### config.mk
export PLATFORM = sky130hd
export DESIGN_NAME = memory_bus_share_arbiter
export DESIGN_NICKNAME = d
export VERILOG_FILES = /design/src/core/bus_share_pkg.sv /design/src/core/sync_two_stage.sv /design/src/core/tap_sequencer.sv /design/src/core/memory_bus_share_arbiter.sv
export SDC_FILE = /design/constraint.sdc
export NUM_CORES = 1
export LEC_CHECK = 0
export BUFFER_PORTS_ARGS = -buffer_cell sky130_fd_sc_hd__buf_2
export CORE_ASPECT_RATIO = 1.5
export CORE_MARGIN = 2
export CORE_UTILIZATION = 47
export CTS_CLUSTER_DIAMETER = 30
export DETAILED_ROUTE_END_ITERATION = 8
export PLACE_DENSITY = 0.76
export SETUP_SLACK_MARGIN = 0.1
export SLEW_MARGIN = 0
export SYNTH_ARGS = -nofsm -noshare
export SYNTH_HDL_FRONTEND = slang
export SYNTH_SLANG_ARGS = --single-unit
### constraint.sdc
create_clock -name core_clk -period 2.08 [get_ports core_clk]
set_input_delay 0.312 -clock core_clk [delete_from_list [all_inputs] [get_ports core_clk]]
set_output_delay 0.312 -clock core_clk [all_outputs]
set_load 0.03 [all_outputs]
### src/core/bus_share_pkg.sv
// Shared constants and carrier types for the memory bus share arbiter
package bus_share_pkg;

    // ------------------------------------------------------------
    // Timing
    // ------------------------------------------------------------
    localparam int CLK_PERIOD_NS = 4;
    localparam int TAP_CLEAR_NS = 0;
    localparam int TAP_CUTOFF_NS = 45;
    localparam int TAP_GRANT_NS = 105;
    localparam int TAP_RESET_PRIO_NS = 150;
    localparam int TAP_REARM_NS = 210;
    localparam int TAP_CLEAR_CYC = (TAP_CLEAR_NS + CLK_PERIOD_NS - 1) / CLK_PERIOD_NS;
    localparam int TAP_CUTOFF_CYC = (TAP_CUTOFF_NS + CLK_PERIOD_NS - 1) / CLK_PERIOD_NS;
    localparam int TAP_GRANT_CYC = (TAP_GRANT_NS + CLK_PERIOD_NS - 1) / CLK_PERIOD_NS;
    localparam int TAP_RESET_PRIO_CYC = (TAP_RESET_PRIO_NS + CLK_PERIOD_NS - 1) / CLK_PERIOD_NS;
    localparam int TAP_REARM_CYC = (TAP_REARM_NS + CLK_PERIOD_NS - 1) / CLK_PERIOD_NS;
    localparam int TAP_COUNT_W = 8;

    // ------------------------------------------------------------
    // Register map
    // ------------------------------------------------------------
    localparam logic [11:0] CTRL_OFFSET = 12'h000;
    localparam logic [11:0] STATUS_OFFSET = 12'h004;
    localparam logic [11:0] HIGH_GRANTS_OFFSET = 12'h008;
    localparam logic [11:0] LOW_GRANTS_OFFSET = 12'h00C;
    localparam int CTRL_ARB_ENABLE_BIT = 0;
    localparam logic CTRL_ARB_ENABLE_RESET = 1'b1;
    localparam int STATUS_ROLE_HIGH_BIT = 0;
    localparam int STATUS_HIGH_PRIO_BIT = 1;
    localparam int STATUS_LOW_PRIO_BIT = 2;
    localparam int STATUS_SEQ_ENABLE_BIT = 3;
    localparam int STATUS_HIGH_CYCLE_BIT = 4;
    localparam int STATUS_HIGH_LOCKOUT_BIT = 5;
    localparam int STATUS_LOW_CYCLE_BIT = 6;
    localparam int STATUS_LOW_LOCKOUT_BIT = 7;
    localparam int STATUS_RUNNING_BIT = 8;
    localparam int STATUS_COUNT_LSB = 16;
    localparam int GRANT_COUNT_W = 16;

    // ------------------------------------------------------------
    // Carriers
    // ------------------------------------------------------------
    typedef struct packed {
        logic psel;
        logic penable;
        logic pwrite;
        logic [11:0] paddr;
        logic [31:0] pwdata;
    } apb_req_t;

    typedef struct packed {
        logic [31:0] prdata;
        logic pready;
        logic pslverr;
    } apb_rsp_t;

    // Pins arriving from the partner unit
    typedef struct packed {
        logic busRequest;
        logic cycleDisableReturn;
        logic requestEnableReturn;
        logic cycleEnable;
        logic interfaceClearLine;
    } link_in_t;

    // Pins driven toward the partner unit
    typedef struct packed {
        logic busRequest;
        logic lowUnitCycleEnable;
        logic lowUnitRequestLockout;
        logic interfaceClearLine;
        logic cycleDisableReturn;
        logic requestEnableReturn;
    } link_out_t;

    // Processing phases in which a bus request may be raised
    typedef struct packed {
        logic secondSequencePhase;
        logic firstDataOutPhase;
        logic dataInMemoryPhase;
        logic firstChainingPhase;
    } phase_t;

    typedef enum logic {ROLE_LOW, ROLE_HIGH} role_t;

endpackage

### src/core/sync_two_stage.sv
// Two flip-flop synchroniser for a vector of asynchronous levels
`timescale 1ns/1ps
module sync_two_stage #(
    parameter int WIDTH = 1,
    parameter logic [WIDTH-1:0] RESET_VALUE = '0
) (
    input wire logic core_clk,
    input wire logic arst_n,
    input wire logic [WIDTH-1:0] asyncIn,
    output logic [WIDTH-1:0] syncOut
);

    logic [WIDTH-1:0] stage1_ff;
    logic [WIDTH-1:0] stage2_ff;

    // First stage feeds the second stage only
    genvar i;
    generate
        for (i = 0; i < WIDTH; i++) begin : g_bit
            always_ff @(posedge core_clk or negedge arst_n) begin
                if (!arst_n) begin
                    stage1_ff[i] <= RESET_VALUE[i];
                    stage2_ff[i] <= RESET_VALUE[i];
                end else begin
                    stage1_ff[i] <= asyncIn[i];
                    stage2_ff[i] <= stage1_ff[i];
                end
            end
        end
    endgenerate

    assign syncOut = stage2_ff;

endmodule

### src/core/tap_sequencer.sv
// Synchronous counter that stands in for the arbitration delay line
`timescale 1ns/1ps
module tap_sequencer #(
    parameter int COUNT_W = 8,
    parameter int LAST_TAP = 53
) (
    input wire logic core_clk,
    input wire logic arst_n,
    input wire logic startReq,
    output logic running,
    output logic [COUNT_W-1:0] count
);

    logic running_ff;
    logic [COUNT_W-1:0] count_ff;
    logic atLast;

    assign atLast = running_ff && (count_ff == COUNT_W'(LAST_TAP));

    // Count 0 is the first tap; the run ends after the last tap
    always_ff @(posedge core_clk or negedge arst_n) begin
        if (!arst_n) begin
            running_ff <= 1'b0;
            count_ff <= '0;
        end else if (!running_ff) begin
            running_ff <= startReq;
            count_ff <= '0;
        end else begin
            running_ff <= !atLast;
            count_ff <= atLast ? '0 : count_ff + COUNT_W'(1);
        end
    end

    assign running = running_ff;
    assign count = count_ff;

endmodule

### src/core/memory_bus_share_arbiter.sv
// Memory bus share arbiter: priority latches, tap sequence, grants and APB registers
`timescale 1ns/1ps

module memory_bus_share_arbiter
    import bus_share_pkg::*;
(
    input wire logic core_clk,
    input wire logic arst_n,
    input wire bus_share_pkg::apb_req_t apbReq,
    output bus_share_pkg::apb_rsp_t apbRsp,
    input wire logic highPrioritySelect,
    input wire bus_share_pkg::link_in_t linkIn,
    output bus_share_pkg::link_out_t linkOut,
    input wire logic localMemoryRequest,
    input wire bus_share_pkg::phase_t localPhase,
    input wire logic localCycleDisableReturn,
    input wire logic localRequestEnableReturn,
    output logic memoryChainStartEnable,
    output logic interfaceClear
);
    import bus_share_pkg::*;

    // ------------------------------------------------------------
    // Pin synchronisation
    // ------------------------------------------------------------
    logic [5:0] pinsSync;
    logic roleSelSync;
    link_in_t linkSync;

    // Returns idle high, so they reset high to avoid a false release
    sync_two_stage #(
        .WIDTH(6),
        .RESET_VALUE(6'h0C)
    ) u_sync (
        .core_clk(core_clk),
        .arst_n(arst_n),
        .asyncIn({highPrioritySelect, linkIn}),
        .syncOut(pinsSync)
    );

    assign roleSelSync = pinsSync[5];
    assign linkSync = link_in_t'(pinsSync[4:0]);

    // ------------------------------------------------------------
    // Role strap, caught once after reset release
    // ------------------------------------------------------------
    role_t role_ff;
    logic roleCaught_ff;
    logic [1:0] roleWait_ff;
    logic roleHigh;

    // Wait until the synchroniser holds the strap, not its own reset value
    always_ff @(posedge core_clk or negedge arst_n) begin
        if (!arst_n) begin
            role_ff <= ROLE_LOW;
            roleCaught_ff <= 1'b0;
            roleWait_ff <= 2'h0;
        end else if (!roleCaught_ff) begin
            roleWait_ff <= roleWait_ff + 2'h1;
            if (roleWait_ff == 2'h2) begin
                role_ff <= roleSelSync ? ROLE_HIGH : ROLE_LOW;
                roleCaught_ff <= 1'b1;
            end
        end
    end

    // Arbitration stays off until the role is known
    assign roleHigh = roleCaught_ff && (role_ff == ROLE_HIGH);

    // ------------------------------------------------------------
    // Registers controlled by software
    // ------------------------------------------------------------
    logic arbEnable_ff;
    logic [GRANT_COUNT_W-1:0] highGrants_ff;
    logic [GRANT_COUNT_W-1:0] lowGrants_ff;

    // ------------------------------------------------------------
    // Request qualification
    // ------------------------------------------------------------
    logic phaseOk;
    logic localReq;
    logic remoteReq;

    assign phaseOk = |localPhase;
    assign localReq = localMemoryRequest && phaseOk;
    // Only the low unit's request arrives on the link
    assign remoteReq = linkSync.busRequest;

    // ------------------------------------------------------------
    // Arbitration state (high role)
    // ------------------------------------------------------------
    logic highPrio_ff;
    logic lowPrio_ff;
    logic seqEnable_ff;
    logic highCycle_ff;
    logic highLockout_ff;
    logic lowCycle_ff;
    logic lowLockout_ff;
    logic clearPulse_ff;

    logic tapRunning;
    logic [TAP_COUNT_W-1:0] tapCount;
    logic notFirstTap;
    logic tapFirst;
    logic tapCutoff;
    logic tapGrant;
    logic tapResetPrio;
    logic tapRearm;
    logic busNotInUse;
    logic setAllowed;
    logic nxt_highPrio;
    logic nxt_lowPrio;
    logic seqStart;

    tap_sequencer #(
        .COUNT_W(TAP_COUNT_W),
        .LAST_TAP(TAP_REARM_CYC)
    ) u_taps (
        .core_clk(core_clk),
        .arst_n(arst_n),
        .startReq(seqStart),
        .running(tapRunning),
        .count(tapCount)
    );

    // Each tap is one counter state; rounding up keeps the order intact
    assign tapFirst = tapRunning && (tapCount == TAP_COUNT_W'(TAP_CLEAR_CYC));
    assign tapCutoff = tapRunning && (tapCount == TAP_COUNT_W'(TAP_CUTOFF_CYC));
    assign tapGrant = tapRunning && (tapCount == TAP_COUNT_W'(TAP_GRANT_CYC));
    assign tapResetPrio = tapRunning && (tapCount == TAP_COUNT_W'(TAP_RESET_PRIO_CYC));
    assign tapRearm = tapRunning && (tapCount == TAP_COUNT_W'(TAP_REARM_CYC));
    assign notFirstTap = !tapFirst;

    // Any held grant or lockout means the bus is busy
    assign busNotInUse = !(highCycle_ff || highLockout_ff || lowCycle_ff || lowLockout_ff);
    assign setAllowed = roleHigh && arbEnable_ff && busNotInUse && notFirstTap && seqEnable_ff;

    // The high latch is tested first so the low latch can never win a tie
    assign nxt_highPrio = highPrio_ff || (setAllowed && localReq);
    assign nxt_lowPrio = lowPrio_ff || (setAllowed && remoteReq && !nxt_highPrio);
    assign seqStart = (highPrio_ff || lowPrio_ff) && seqEnable_ff;

    always_ff @(posedge core_clk or negedge arst_n) begin
        if (!arst_n) begin
            highPrio_ff <= 1'b0;
            lowPrio_ff <= 1'b0;
        end else if (tapResetPrio) begin
            highPrio_ff <= 1'b0;
            lowPrio_ff <= 1'b0;
        end else begin
            highPrio_ff <= nxt_highPrio;
            lowPrio_ff <= nxt_lowPrio;
        end
    end

    always_ff @(posedge core_clk or negedge arst_n) begin
        if (!arst_n) begin
            seqEnable_ff <= 1'b1;
        end else if (tapCutoff) begin
            seqEnable_ff <= 1'b0;
        end else if (tapRearm) begin
            seqEnable_ff <= 1'b1;
        end
    end

    // One-cycle clear at the first tap, registered for a clean pin
    always_ff @(posedge core_clk or negedge arst_n) begin
        if (!arst_n) begin
            clearPulse_ff <= 1'b0;
        end else begin
            clearPulse_ff <= tapFirst;
        end
    end

    // ------------------------------------------------------------
    // Grant and lockout latches; the setting tap wins over a release
    // ------------------------------------------------------------
    always_ff @(posedge core_clk or negedge arst_n) begin
        if (!arst_n) begin
            highCycle_ff <= 1'b0;
            highLockout_ff <= 1'b0;
        end else if (tapGrant && highPrio_ff) begin
            highCycle_ff <= 1'b1;
            highLockout_ff <= 1'b1;
        end else begin
            if (!localCycleDisableReturn) begin
                highCycle_ff <= 1'b0;
            end
            if (!localRequestEnableReturn) begin
                highLockout_ff <= 1'b0;
            end
        end
    end

    always_ff @(posedge core_clk or negedge arst_n) begin
        if (!arst_n) begin
            lowCycle_ff <= 1'b0;
            lowLockout_ff <= 1'b0;
        end else if (tapGrant && lowPrio_ff && !highPrio_ff) begin
            lowCycle_ff <= 1'b1;
            lowLockout_ff <= 1'b1;
        end else begin
            if (!linkSync.cycleDisableReturn) begin
                lowCycle_ff <= 1'b0;
            end
            if (!linkSync.requestEnableReturn) begin
                lowLockout_ff <= 1'b0;
            end
        end
    end

    // ------------------------------------------------------------
    // Low role: request toward the partner
    // ------------------------------------------------------------
    logic lowReqOut_ff;
    logic lowMemoryStart;

    // Held until the grant is seen; re-raised only after the grant falls
    always_ff @(posedge core_clk or negedge arst_n) begin
        if (!arst_n) begin
            lowReqOut_ff <= 1'b0;
        end else if (roleHigh || !roleCaught_ff || linkSync.cycleEnable) begin
            lowReqOut_ff <= 1'b0;
        end else if (localReq) begin
            lowReqOut_ff <= 1'b1;
        end
    end

    // Memory requests in the low role depend on the partner's grant
    assign lowMemoryStart = !roleHigh && linkSync.cycleEnable;

    // ------------------------------------------------------------
    // Link and local outputs
    // ------------------------------------------------------------
    logic chainStart_ff;
    logic localClear_ff;

    always_ff @(posedge core_clk or negedge arst_n) begin
        if (!arst_n) begin
            chainStart_ff <= 1'b0;
            localClear_ff <= 1'b0;
        end else begin
            chainStart_ff <= roleHigh ? highCycle_ff : lowMemoryStart;
            localClear_ff <= roleHigh ? tapFirst : linkSync.interfaceClearLine;
        end
    end

    assign memoryChainStartEnable = chainStart_ff;
    assign interfaceClear = localClear_ff;

    // Release returns come from the local sequencer in the low role
    assign linkOut.busRequest = lowReqOut_ff;
    assign linkOut.lowUnitCycleEnable = lowCycle_ff;
    assign linkOut.lowUnitRequestLockout = lowLockout_ff;
    assign linkOut.interfaceClearLine = clearPulse_ff;
    assign linkOut.cycleDisableReturn = roleHigh ? 1'b1 : localCycleDisableReturn;
    assign linkOut.requestEnableReturn = roleHigh ? 1'b1 : localRequestEnableReturn;

    // ------------------------------------------------------------
    // APB slave, zero wait states
    // ------------------------------------------------------------
    logic apbWrite;
    logic selCtrl;
    logic selStatus;
    logic selHighGrants;
    logic selLowGrants;
    logic mapped;
    logic [31:0] statusWord;
    logic [31:0] readData;
    logic highGrantEvent;
    logic lowGrantEvent;

    assign selCtrl = (apbReq.paddr == CTRL_OFFSET);
    assign selStatus = (apbReq.paddr == STATUS_OFFSET);
    assign selHighGrants = (apbReq.paddr == HIGH_GRANTS_OFFSET);
    assign selLowGrants = (apbReq.paddr == LOW_GRANTS_OFFSET);
    assign mapped = selCtrl || selStatus || selHighGrants || selLowGrants;
    assign apbWrite = apbReq.psel && apbReq.penable && apbReq.pwrite && mapped;

    assign highGrantEvent = tapGrant && highPrio_ff;
    assign lowGrantEvent = tapGrant && lowPrio_ff && !highPrio_ff;

    assign statusWord = {
        8'h00,
        tapCount,
        7'h00,
        tapRunning,
        lowLockout_ff,
        lowCycle_ff,
        highLockout_ff,
        highCycle_ff,
        seqEnable_ff,
        lowPrio_ff,
        highPrio_ff,
        roleHigh
    };

    assign readData = selCtrl ? {31'h00000000, arbEnable_ff}
        : selStatus ? statusWord
        : selHighGrants ? {16'h0000, highGrants_ff}
        : selLowGrants ? {16'h0000, lowGrants_ff}
        : 32'h00000000;

    assign apbRsp.prdata = readData;
    assign apbRsp.pready = 1'b1;
    assign apbRsp.pslverr = apbReq.psel && apbReq.penable && !mapped;

    always_ff @(posedge core_clk or negedge arst_n) begin
        if (!arst_n) begin
            arbEnable_ff <= CTRL_ARB_ENABLE_RESET;
        end else if (apbWrite && selCtrl) begin
            arbEnable_ff <= apbReq.pwdata[CTRL_ARB_ENABLE_BIT];
        end
    end

    // A grant landing on the clearing write still counts
    always_ff @(posedge core_clk or negedge arst_n) begin
        if (!arst_n) begin
            highGrants_ff <= '0;
            lowGrants_ff <= '0;
        end else begin
            if (apbWrite && selHighGrants) begin
                highGrants_ff <= GRANT_COUNT_W'(highGrantEvent);
            end else if (highGrantEvent) begin
                highGrants_ff <= highGrants_ff + GRANT_COUNT_W'(1);
            end
            if (apbWrite && selLowGrants) begin
                lowGrants_ff <= GRANT_COUNT_W'(lowGrantEvent);
            end else if (lowGrantEvent) begin
                lowGrants_ff <= lowGrants_ff + GRANT_COUNT_W'(1);
            end
        end
    end

endmodule

==> results of run 1 <==
## cell usage after synthesis (2+ instances only)
cell type                  instances
sky130_fd_sc_hd__and4_1            4
sky130_fd_sc_hd__a31oi_1           2
sky130_fd_sc_hd__and3_1            3
sky130_fd_sc_hd__ha_1              7
sky130_fd_sc_hd__nor4b_1           2
sky130_fd_sc_hd__or3_1             7
sky130_fd_sc_hd__dfrtp_1          63
sky130_fd_sc_hd__nand2_1          27
sky130_fd_sc_hd__nand2b_1          3
sky130_fd_sc_hd__conb_1            2
sky130_fd_sc_hd__nor3b_1           2
sky130_fd_sc_hd__nor2b_1           2
sky130_fd_sc_hd__dfstp_2           6
sky130_fd_sc_hd__and2_1           10
sky130_fd_sc_hd__a21oi_1          21
sky130_fd_sc_hd__clkbuf_1         11
sky130_fd_sc_hd__nor3_1            3
sky130_fd_sc_hd__o21ai_0           8
sky130_fd_sc_hd__a211oi_1          3
sky130_fd_sc_hd__nor2_1           41
sky130_fd_sc_hd__buf_1             4
sky130_fd_sc_hd__xnor2_1          10
sky130_fd_sc_hd__inv_1            14
sky130_fd_sc_hd__a31o_2            2
sky130_fd_sc_hd__or4bb_1           2
sky130_fd_sc_hd__nand3_1          16
sky130_fd_sc_hd__buf_2             5
sky130_fd_sc_hd__a22oi_1           8
sky130_fd_sc_hd__nand4b_1          3
sky130_fd_sc_hd__nor4_1           14
sky130_fd_sc_hd__mux2_2           11
sky130_fd_sc_hd__buf_4            13
sky130_fd_sc_hd__or4_1            13
sky130_fd_sc_hd__nand4_1          11
sky130_fd_sc_hd__xor2_1            8
sky130_fd_sc_hd__o31ai_1          11
sky130_fd_sc_hd__mux2i_1          10
sky130_fd_sc_hd__a41oi_1           2
## layer usage
metal	vias up	share of wire	track usage	wire, um
met4	0	0.022	0.113	220
met1	1661	0.38	0.257	3750
met5	-	0	0	0
met2	108	0.55	0.424	5490
met3	23	0.049	0.0399	492
li1	1568	-	-	-
## through the flow
step                      cell area (sq um)  setup slack [ns]  hold WS (ns)  TNS (ns)
after floorplan                        3800            -0.115        0.0164    -0.869
after global placement                 4330           -0.0744         0.333    -0.284
after detailed placement               4330            -0.130         0.335    -0.572
after CTS                              4750           -0.0929        0.0112    -0.675
after global routing                   4930            -0.119        0.0307     -1.42
final                                  4930           -0.0897       -0.0143    -0.773
## power by group
part	total, uW	switching, uW	internal [uW]	leakage [uW]
Clock	1790	553	1230	0.000173
Sequential	1370	7.52	1360	0.000742
Combinational	183	119	63.6	0.00135
## layout make-up
| class | instances | area [sq um] |
|---|---|---|
| Fill cell | 627 | 2740 |
| Multi-Input combinational cell | 283 | 2010 |
| Sequential cell | 69 | 1740 |
| Timing Repair Buffer | 100 | 648 |
| Clock buffer | 12 | 256 |
| Tap cell | 102 | 128 |
| Clock inverter | 4 | 95.1 |
| Inverter | 14 | 52.6 |
## path summary, 6_finish.rpt
path | from | to | slack [ns] | cells past startpoint
max | u_taps.count[5]$_DFF_PN0_ | highGrants_ff[14]$_DFFE_PN0P_ | -0.09 | 4
min | arst_n | u_taps.count[4]$_DFF_PN0_ | -0.01 | 2
max reg2reg | u_taps.count[5]$_DFF_PN0_ | highGrants_ff[14]$_DFFE_PN0P_ | -0.09 | 4
min reg2reg | u_sync.stage1_ff[5]$_DFF_PN0_ | u_sync.syncOut[5]$_DFF_PN0_ | 0.35 | 0
max in group asynchronous | arst_n | u_sync.syncOut[2]$_DFF_PN1_ | 1.74 | 2
min in group core_clk | linkIn[3] | u_sync.stage1_ff[3]$_DFF_PN1_ | 0.08 | 1
## kinds of logic after synthesis
family | share of synthesized area
AND/OR/NAND/NOR | 0.245
flip-flops | 0.463
AO/OA/AOI/OAI | 0.103
buffers and inverters | 0.0618
multiplexers | 0.0598
XOR/XNOR | 0.0421
adder cells (fa/ha/maj) | 0.0234
other | 0.00200
## worst register-to-register path, cell delays in order, from the launching register on
cell and delay, ns:
sky130_fd_sc_hd__dfrtp_1 0.39, sky130_fd_sc_hd__or4_4 0.59, sky130_fd_sc_hd__or4_4 0.55, sky130_fd_sc_hd__or4_4 0.44, sky130_fd_sc_hd__a21oi_1 0.13
## state kept, by name (all words and copies together), names as in the netlist, 2 cells and up
signal,cells
highGrants_ff,16
u_sync.syncOut,6
u_taps.count,8
u_sync.stage1_ff,6
lowGrants_ff,16
roleWait_ff,2
## timing repair
action,CTS,global route
resized for setup,13,46
pin swaps,7,8
endpoints found under the setup margin,28,44
setup buffers,1,1
hold buffers,0,0
==> impl_metrics.toml, run 1 <==
[sta]
max-slew-margin-rel = 0.662
layout_min_cycle_time_ns = 2.17
post-route-worst-setup-slack_ns = -0.0897
worst_pin_slew_ns = 0.502
final-hold-violation-count = 15
timing.clock.skew_ns = 0.00576
worst_hold_slack_ns = -0.0143
number_of_slew_limit_violations_in_the_final_report = 0
setup_viol = 13
maxClockFrequency_mhz = 461
post-route-period-util = 1.04
rsz0062_at_grt = "true"

[yosys]
ys_seq_area_frac = 0.463
proportion_of_register_bits_with_asynchronous_set_or_reset_after_synthesis = 1.00
synth_top_cell_by_area = "sky130_fd_sc_hd__dfrtp_1"
post-synth-top-area-fraction = 0.421
synth.top_cells.by_area = "sky130_fd_sc_hd__dfrtp_1 (42%), sky130_fd_sc_hd__dfstp_2 (4.2%), sky130_fd_sc_hd__nor2_1 (4.1%), sky130_fd_sc_hd__mux2_2 (3.3%), sky130_fd_sc_hd__a21oi_1 (2.8%)"
ys_warn_count = 0
post_synth_instance_area_sq_um = 3750
syn_avg_cell_area_sq_um = 9.56
synth-edff-count = 0
yosys.cell_types.count = 46
synth_ff_type = "sky130_fd_sc_hd__dfrtp_1"
flops_latches_synth = 69
netlist_instances = 392

[status]
violations = "hold timing, setup timing"
run_status = "finished, violations left"

[critical_path]
critPathMaxFanout = 6
path_delay_family = "simple AND/OR/NAND/NOR gates"
cp_data_arrival_time_ns = 2.42
critPathMostFrequentCell = "sky130_fd_sc_hd__or4_4"
timing.critical_path.slowest_cell_delay_ns = 0.59
timing.critical_path.buf_inv = 0
timing.critical_path.from_type = "flop"
crit_type = "reg -> reg"
crit_chain = "or4_4 > or4_4 > or4_4 > a21oi_1"
worst_ep_required_time_ns = 2.33
critPathCaptureType = "flop"
cpMaxStageDelayCell = "sky130_fd_sc_hd__or4_4"

[layout]
final_instance_count_excl_fillers = 584
final_core_utilization = 0.643
layout_common_cells = "sky130_fd_sc_hd__dfrtp_1 (62), sky130_fd_sc_hd__buf_2 (55), sky130_fd_sc_hd__nor2_1 (39)"
final_layout_size_suffix_gt1_frac = 0.353
insertedDiodeCount = 0
syn2layout_area_growth_pct = 31.5
layout_commonest_cell = "sky130_fd_sc_hd__dfrtp_1"
nNetsFinal = 546

[route]
drt-total-wl_mm = 9.95
final_antenna_net_count = 0
drt_drc_violations_left = 0
dr.pass1.iters = 4
avgRoutedWirePerCell_um = 17.0
vias_per_cell = 5.75
vias = 3360
first_iteration_detailed_routing_drc_count = 194

[power_and_ir_drop]
power_density_nw_per_um2 = 678
power.static_leakage_uw = 0.00226
power.ir.vdd_worst_mv = 0.668
total_power_uw = 3340

[clock_network]
clkSinkCount = 69
clk_pin_slew_worst_paths_ns = 0.05
clock_tree_from_tritoncts = "yes"
clock_path_buffers = 2
clk-insertion-delay-late_ns = 0.33
clock-root-buffer = "sky130_fd_sc_hd__clkbuf_16"
cts_made_buffers = 9
cts_max_level = 3

[die]
core_area_sq_um = 7660
vert_die_dim_um = 113
num_rows = 39
die_area_sq_um = 8720
initial_utilization = 0.489
ios = 104
floorplan.die.width_um = 76.9

[worst_hold_path]
min-delay-path-class = "in -> async"

[grt]
antenna_found_initial = 0
grt_remaining_overflow = 0
grt_start_max_net_pins = 70
first_global_vias = 3436
global_route_wire_length_before_repair_mm = 16.0
globalRouteTotalUtil = 0.231

[placement]
detailed_place_hpwl_mm = 6.68
place.detailed.instances = 566
globalplace.congestion = 0.877
port_buffers = 63

[job]
max-cap-violations = 0
(Power assumes the default switching activity.)
==> inputs of run 2 (changes only) <==
--- a/config.mk
+++ b/config.mk
@@ -11,6 +11,7 @@
 export CORE_UTILIZATION = 47
 export CTS_CLUSTER_DIAMETER = 30
 export DETAILED_ROUTE_END_ITERATION = 8
+export HOLD_SLACK_MARGIN = 0.15
 export PLACE_DENSITY = 0.76
 export SETUP_SLACK_MARGIN = 0.1
 export SLEW_MARGIN = 0
==> impl_metrics.toml, run 2 (synthesized netlist as in run 1, its figures left out) <==
[sta]
number_of_slew_limit_violations_in_the_final_report = 0
worst_hold_slack_ns = 0.205
rsz0062_at_grt = "true"
layout_min_cycle_time_ns = 2.17
worst_pin_slew_ns = 0.504
post-route-worst-setup-slack_ns = -0.0860
maxClockFrequency_mhz = 462
timing.clock.skew_ns = 0.00518
final-hold-violation-count = 0
setup_viol = 13
post-route-period-util = 1.04
max-slew-margin-rel = 0.661

[critical_path]
timing.critical_path.buf_inv = 0
timing.critical_path.slowest_cell_delay_ns = 0.59
cpMaxStageDelayCell = "sky130_fd_sc_hd__or4_4"
critPathMaxFanout = 6
crit_chain = "or4_4 > or4_4 > or4_4 > a21oi_1"
path_delay_family = "simple AND/OR/NAND/NOR gates"
crit_type = "reg -> reg"
critPathMostFrequentCell = "sky130_fd_sc_hd__or4_4"
timing.critical_path.from_type = "flop"
worst-r2r-setup-slack_ns = -0.09
cp_data_arrival_time_ns = 2.42
critPathCaptureType = "flop"
worst_ep_required_time_ns = 2.33

[route]
drt_drc_violations_left = 0
avgRoutedWirePerCell_um = 16.9
first_iteration_detailed_routing_drc_count = 204
vias = 3372
vias_per_cell = 5.71
drt-total-wl_mm = 9.98
final_antenna_net_count = 0
dr.pass1.iters = 4

[status]
violations = "setup timing"
run_status = "finished, violations left"

[die]
vert_die_dim_um = 113
ios = 104
initial_utilization = 0.489
num_rows = 39
core_area_sq_um = 7660
floorplan.die.width_um = 76.9
die_area_sq_um = 8720

[clock_network]
clock-root-buffer = "sky130_fd_sc_hd__clkbuf_16"
clk-insertion-delay-late_ns = 0.33
cts_made_buffers = 9
clock_tree_from_tritoncts = "yes"
clock_path_buffers = 2
clk_pin_slew_worst_paths_ns = 0.06
cts_max_level = 3
clkSinkCount = 69

[layout]
layout_common_cells = "sky130_fd_sc_hd__dfrtp_1 (62), sky130_fd_sc_hd__buf_2 (55), sky130_fd_sc_hd__nor2_1 (39)"
final_layout_size_suffix_gt1_frac = 0.348
layout.cell_area.non_filler_sq_um = 5000
nNetsFinal = 553
layout.filler_cells = 619
insertedDiodeCount = 0
syn2layout_area_growth_pct = 33.4
layout_commonest_cell = "sky130_fd_sc_hd__dfrtp_1"

[placement]
port_buffers = 63
detailed_place_hpwl_mm = 6.68
globalplace.congestion = 0.877
placed_area_sq_um = 4330

[power_and_ir_drop]
power.static_leakage_uw = 0.00229
power_density_nw_per_um2 = 670
power.ir.vdd_worst_mv = 0.662

[worst_hold_path]
min-delay-path-class = "in -> reg"

[grt]
globalRouteTotalUtil = 0.233
global_route_wire_length_before_repair_mm = 16.2
grt_remaining_overflow = 0
antenna_found_initial = 0
grt_start_max_net_pins = 70
first_global_vias = 3496

[job]
max-cap-violations = 0
-- run 2: changes by cell type in the layout (fill, tap and decap cells not counted) --
cell,change
sky130_fd_sc_hd__dlygate4sd3_1,+7
-- run 2: stage by stage --
step / instances / total power (uW) / setup slack, ns / setup TNS [ns] / utilization
finish: 591 / 3350 / -0.0860 / -0.708 / 0.652
global placement: 566 / 1560 / -0.0744 / -0.284 / 0.565
global route: 591 / 3440 / -0.119 / -1.42 / 0.652
detailed placement: 566 / 1570 / -0.130 / -0.572 / 0.565
floorplan: 399 / 1500 / -0.115 / -0.869 / -
CTS: 590 / 3350 / -0.0929 / -0.675 / 0.629
-- run 2: cell type report --
type	instances	area, sq um	area share
multi-input combinational	283	2010	0.402
sequential	69	1740	0.347
timing repair buffer	107	718	0.144
clock buffer	12	256	0.0513
tap	102	128	0.0255
clock inverter	4	95.1	0.0190
inverter	14	52.6	0.0105
-- run 2: report_power, final --
group | internal (uW) | switching (uW) | leakage, uW | total, uW
clock network | 1230 | 548 | 0.000173 | 1780
registers | 1360 | 7.61 | 0.000742 | 1370
logic | 72.1 | 121 | 0.00138 | 193
-- run 2: tightest hold or removal path, cell delays in order --
cell and delay, ns:
sky130_fd_sc_hd__buf_2 0.09, sky130_fd_sc_hd__nand2_1 0.05, sky130_fd_sc_hd__nand2_1 0.05
-- run 2: worst paths after layout --
| path | start | end | cells after the start |
|---|---|---|---|
| worst max register to register | u_taps.count[5]$_DFF_PN0_ | highGrants_ff[14]$_DFFE_PN0P_ | 4 |
| min in group asynchronous | arst_n | u_taps.count[4]$_DFF_PN0_ | 3 |
| worst min-delay path | localCycleDisableReturn | highCycle_ff$_DFFE_PN0P_ | 3 |
| max in group asynchronous | arst_n | u_sync.syncOut[2]$_DFF_PN1_ | 3 |
| worst max-delay path | u_taps.count[5]$_DFF_PN0_ | highGrants_ff[14]$_DFFE_PN0P_ | 4 |
| worst min register to register | u_sync.stage1_ff[5]$_DFF_PN0_ | u_sync.syncOut[5]$_DFF_PN0_ | 0 |
-- run 2: routing by layer --
metal  up-vias  global-route usage  wire length (um)
met2       102               0.430              5520
met4         0               0.113               228
li1       1581                   -                 -
met1      1667               0.257              3760
met3        22              0.0399               469
met5         -                   0                 0
-- run 2: timing repair --
| item | CTS | global route |
|---|---|---|
| resized for setup | 13 | 46 |
| buffers inserted | 1 | 1 |
| setup endpoints to repair | 28 | 44 |
| hold buffers | 7 | 0 |
| hold endpoints to repair | 69 | 0 |
| pin swaps | 7 | 8 |
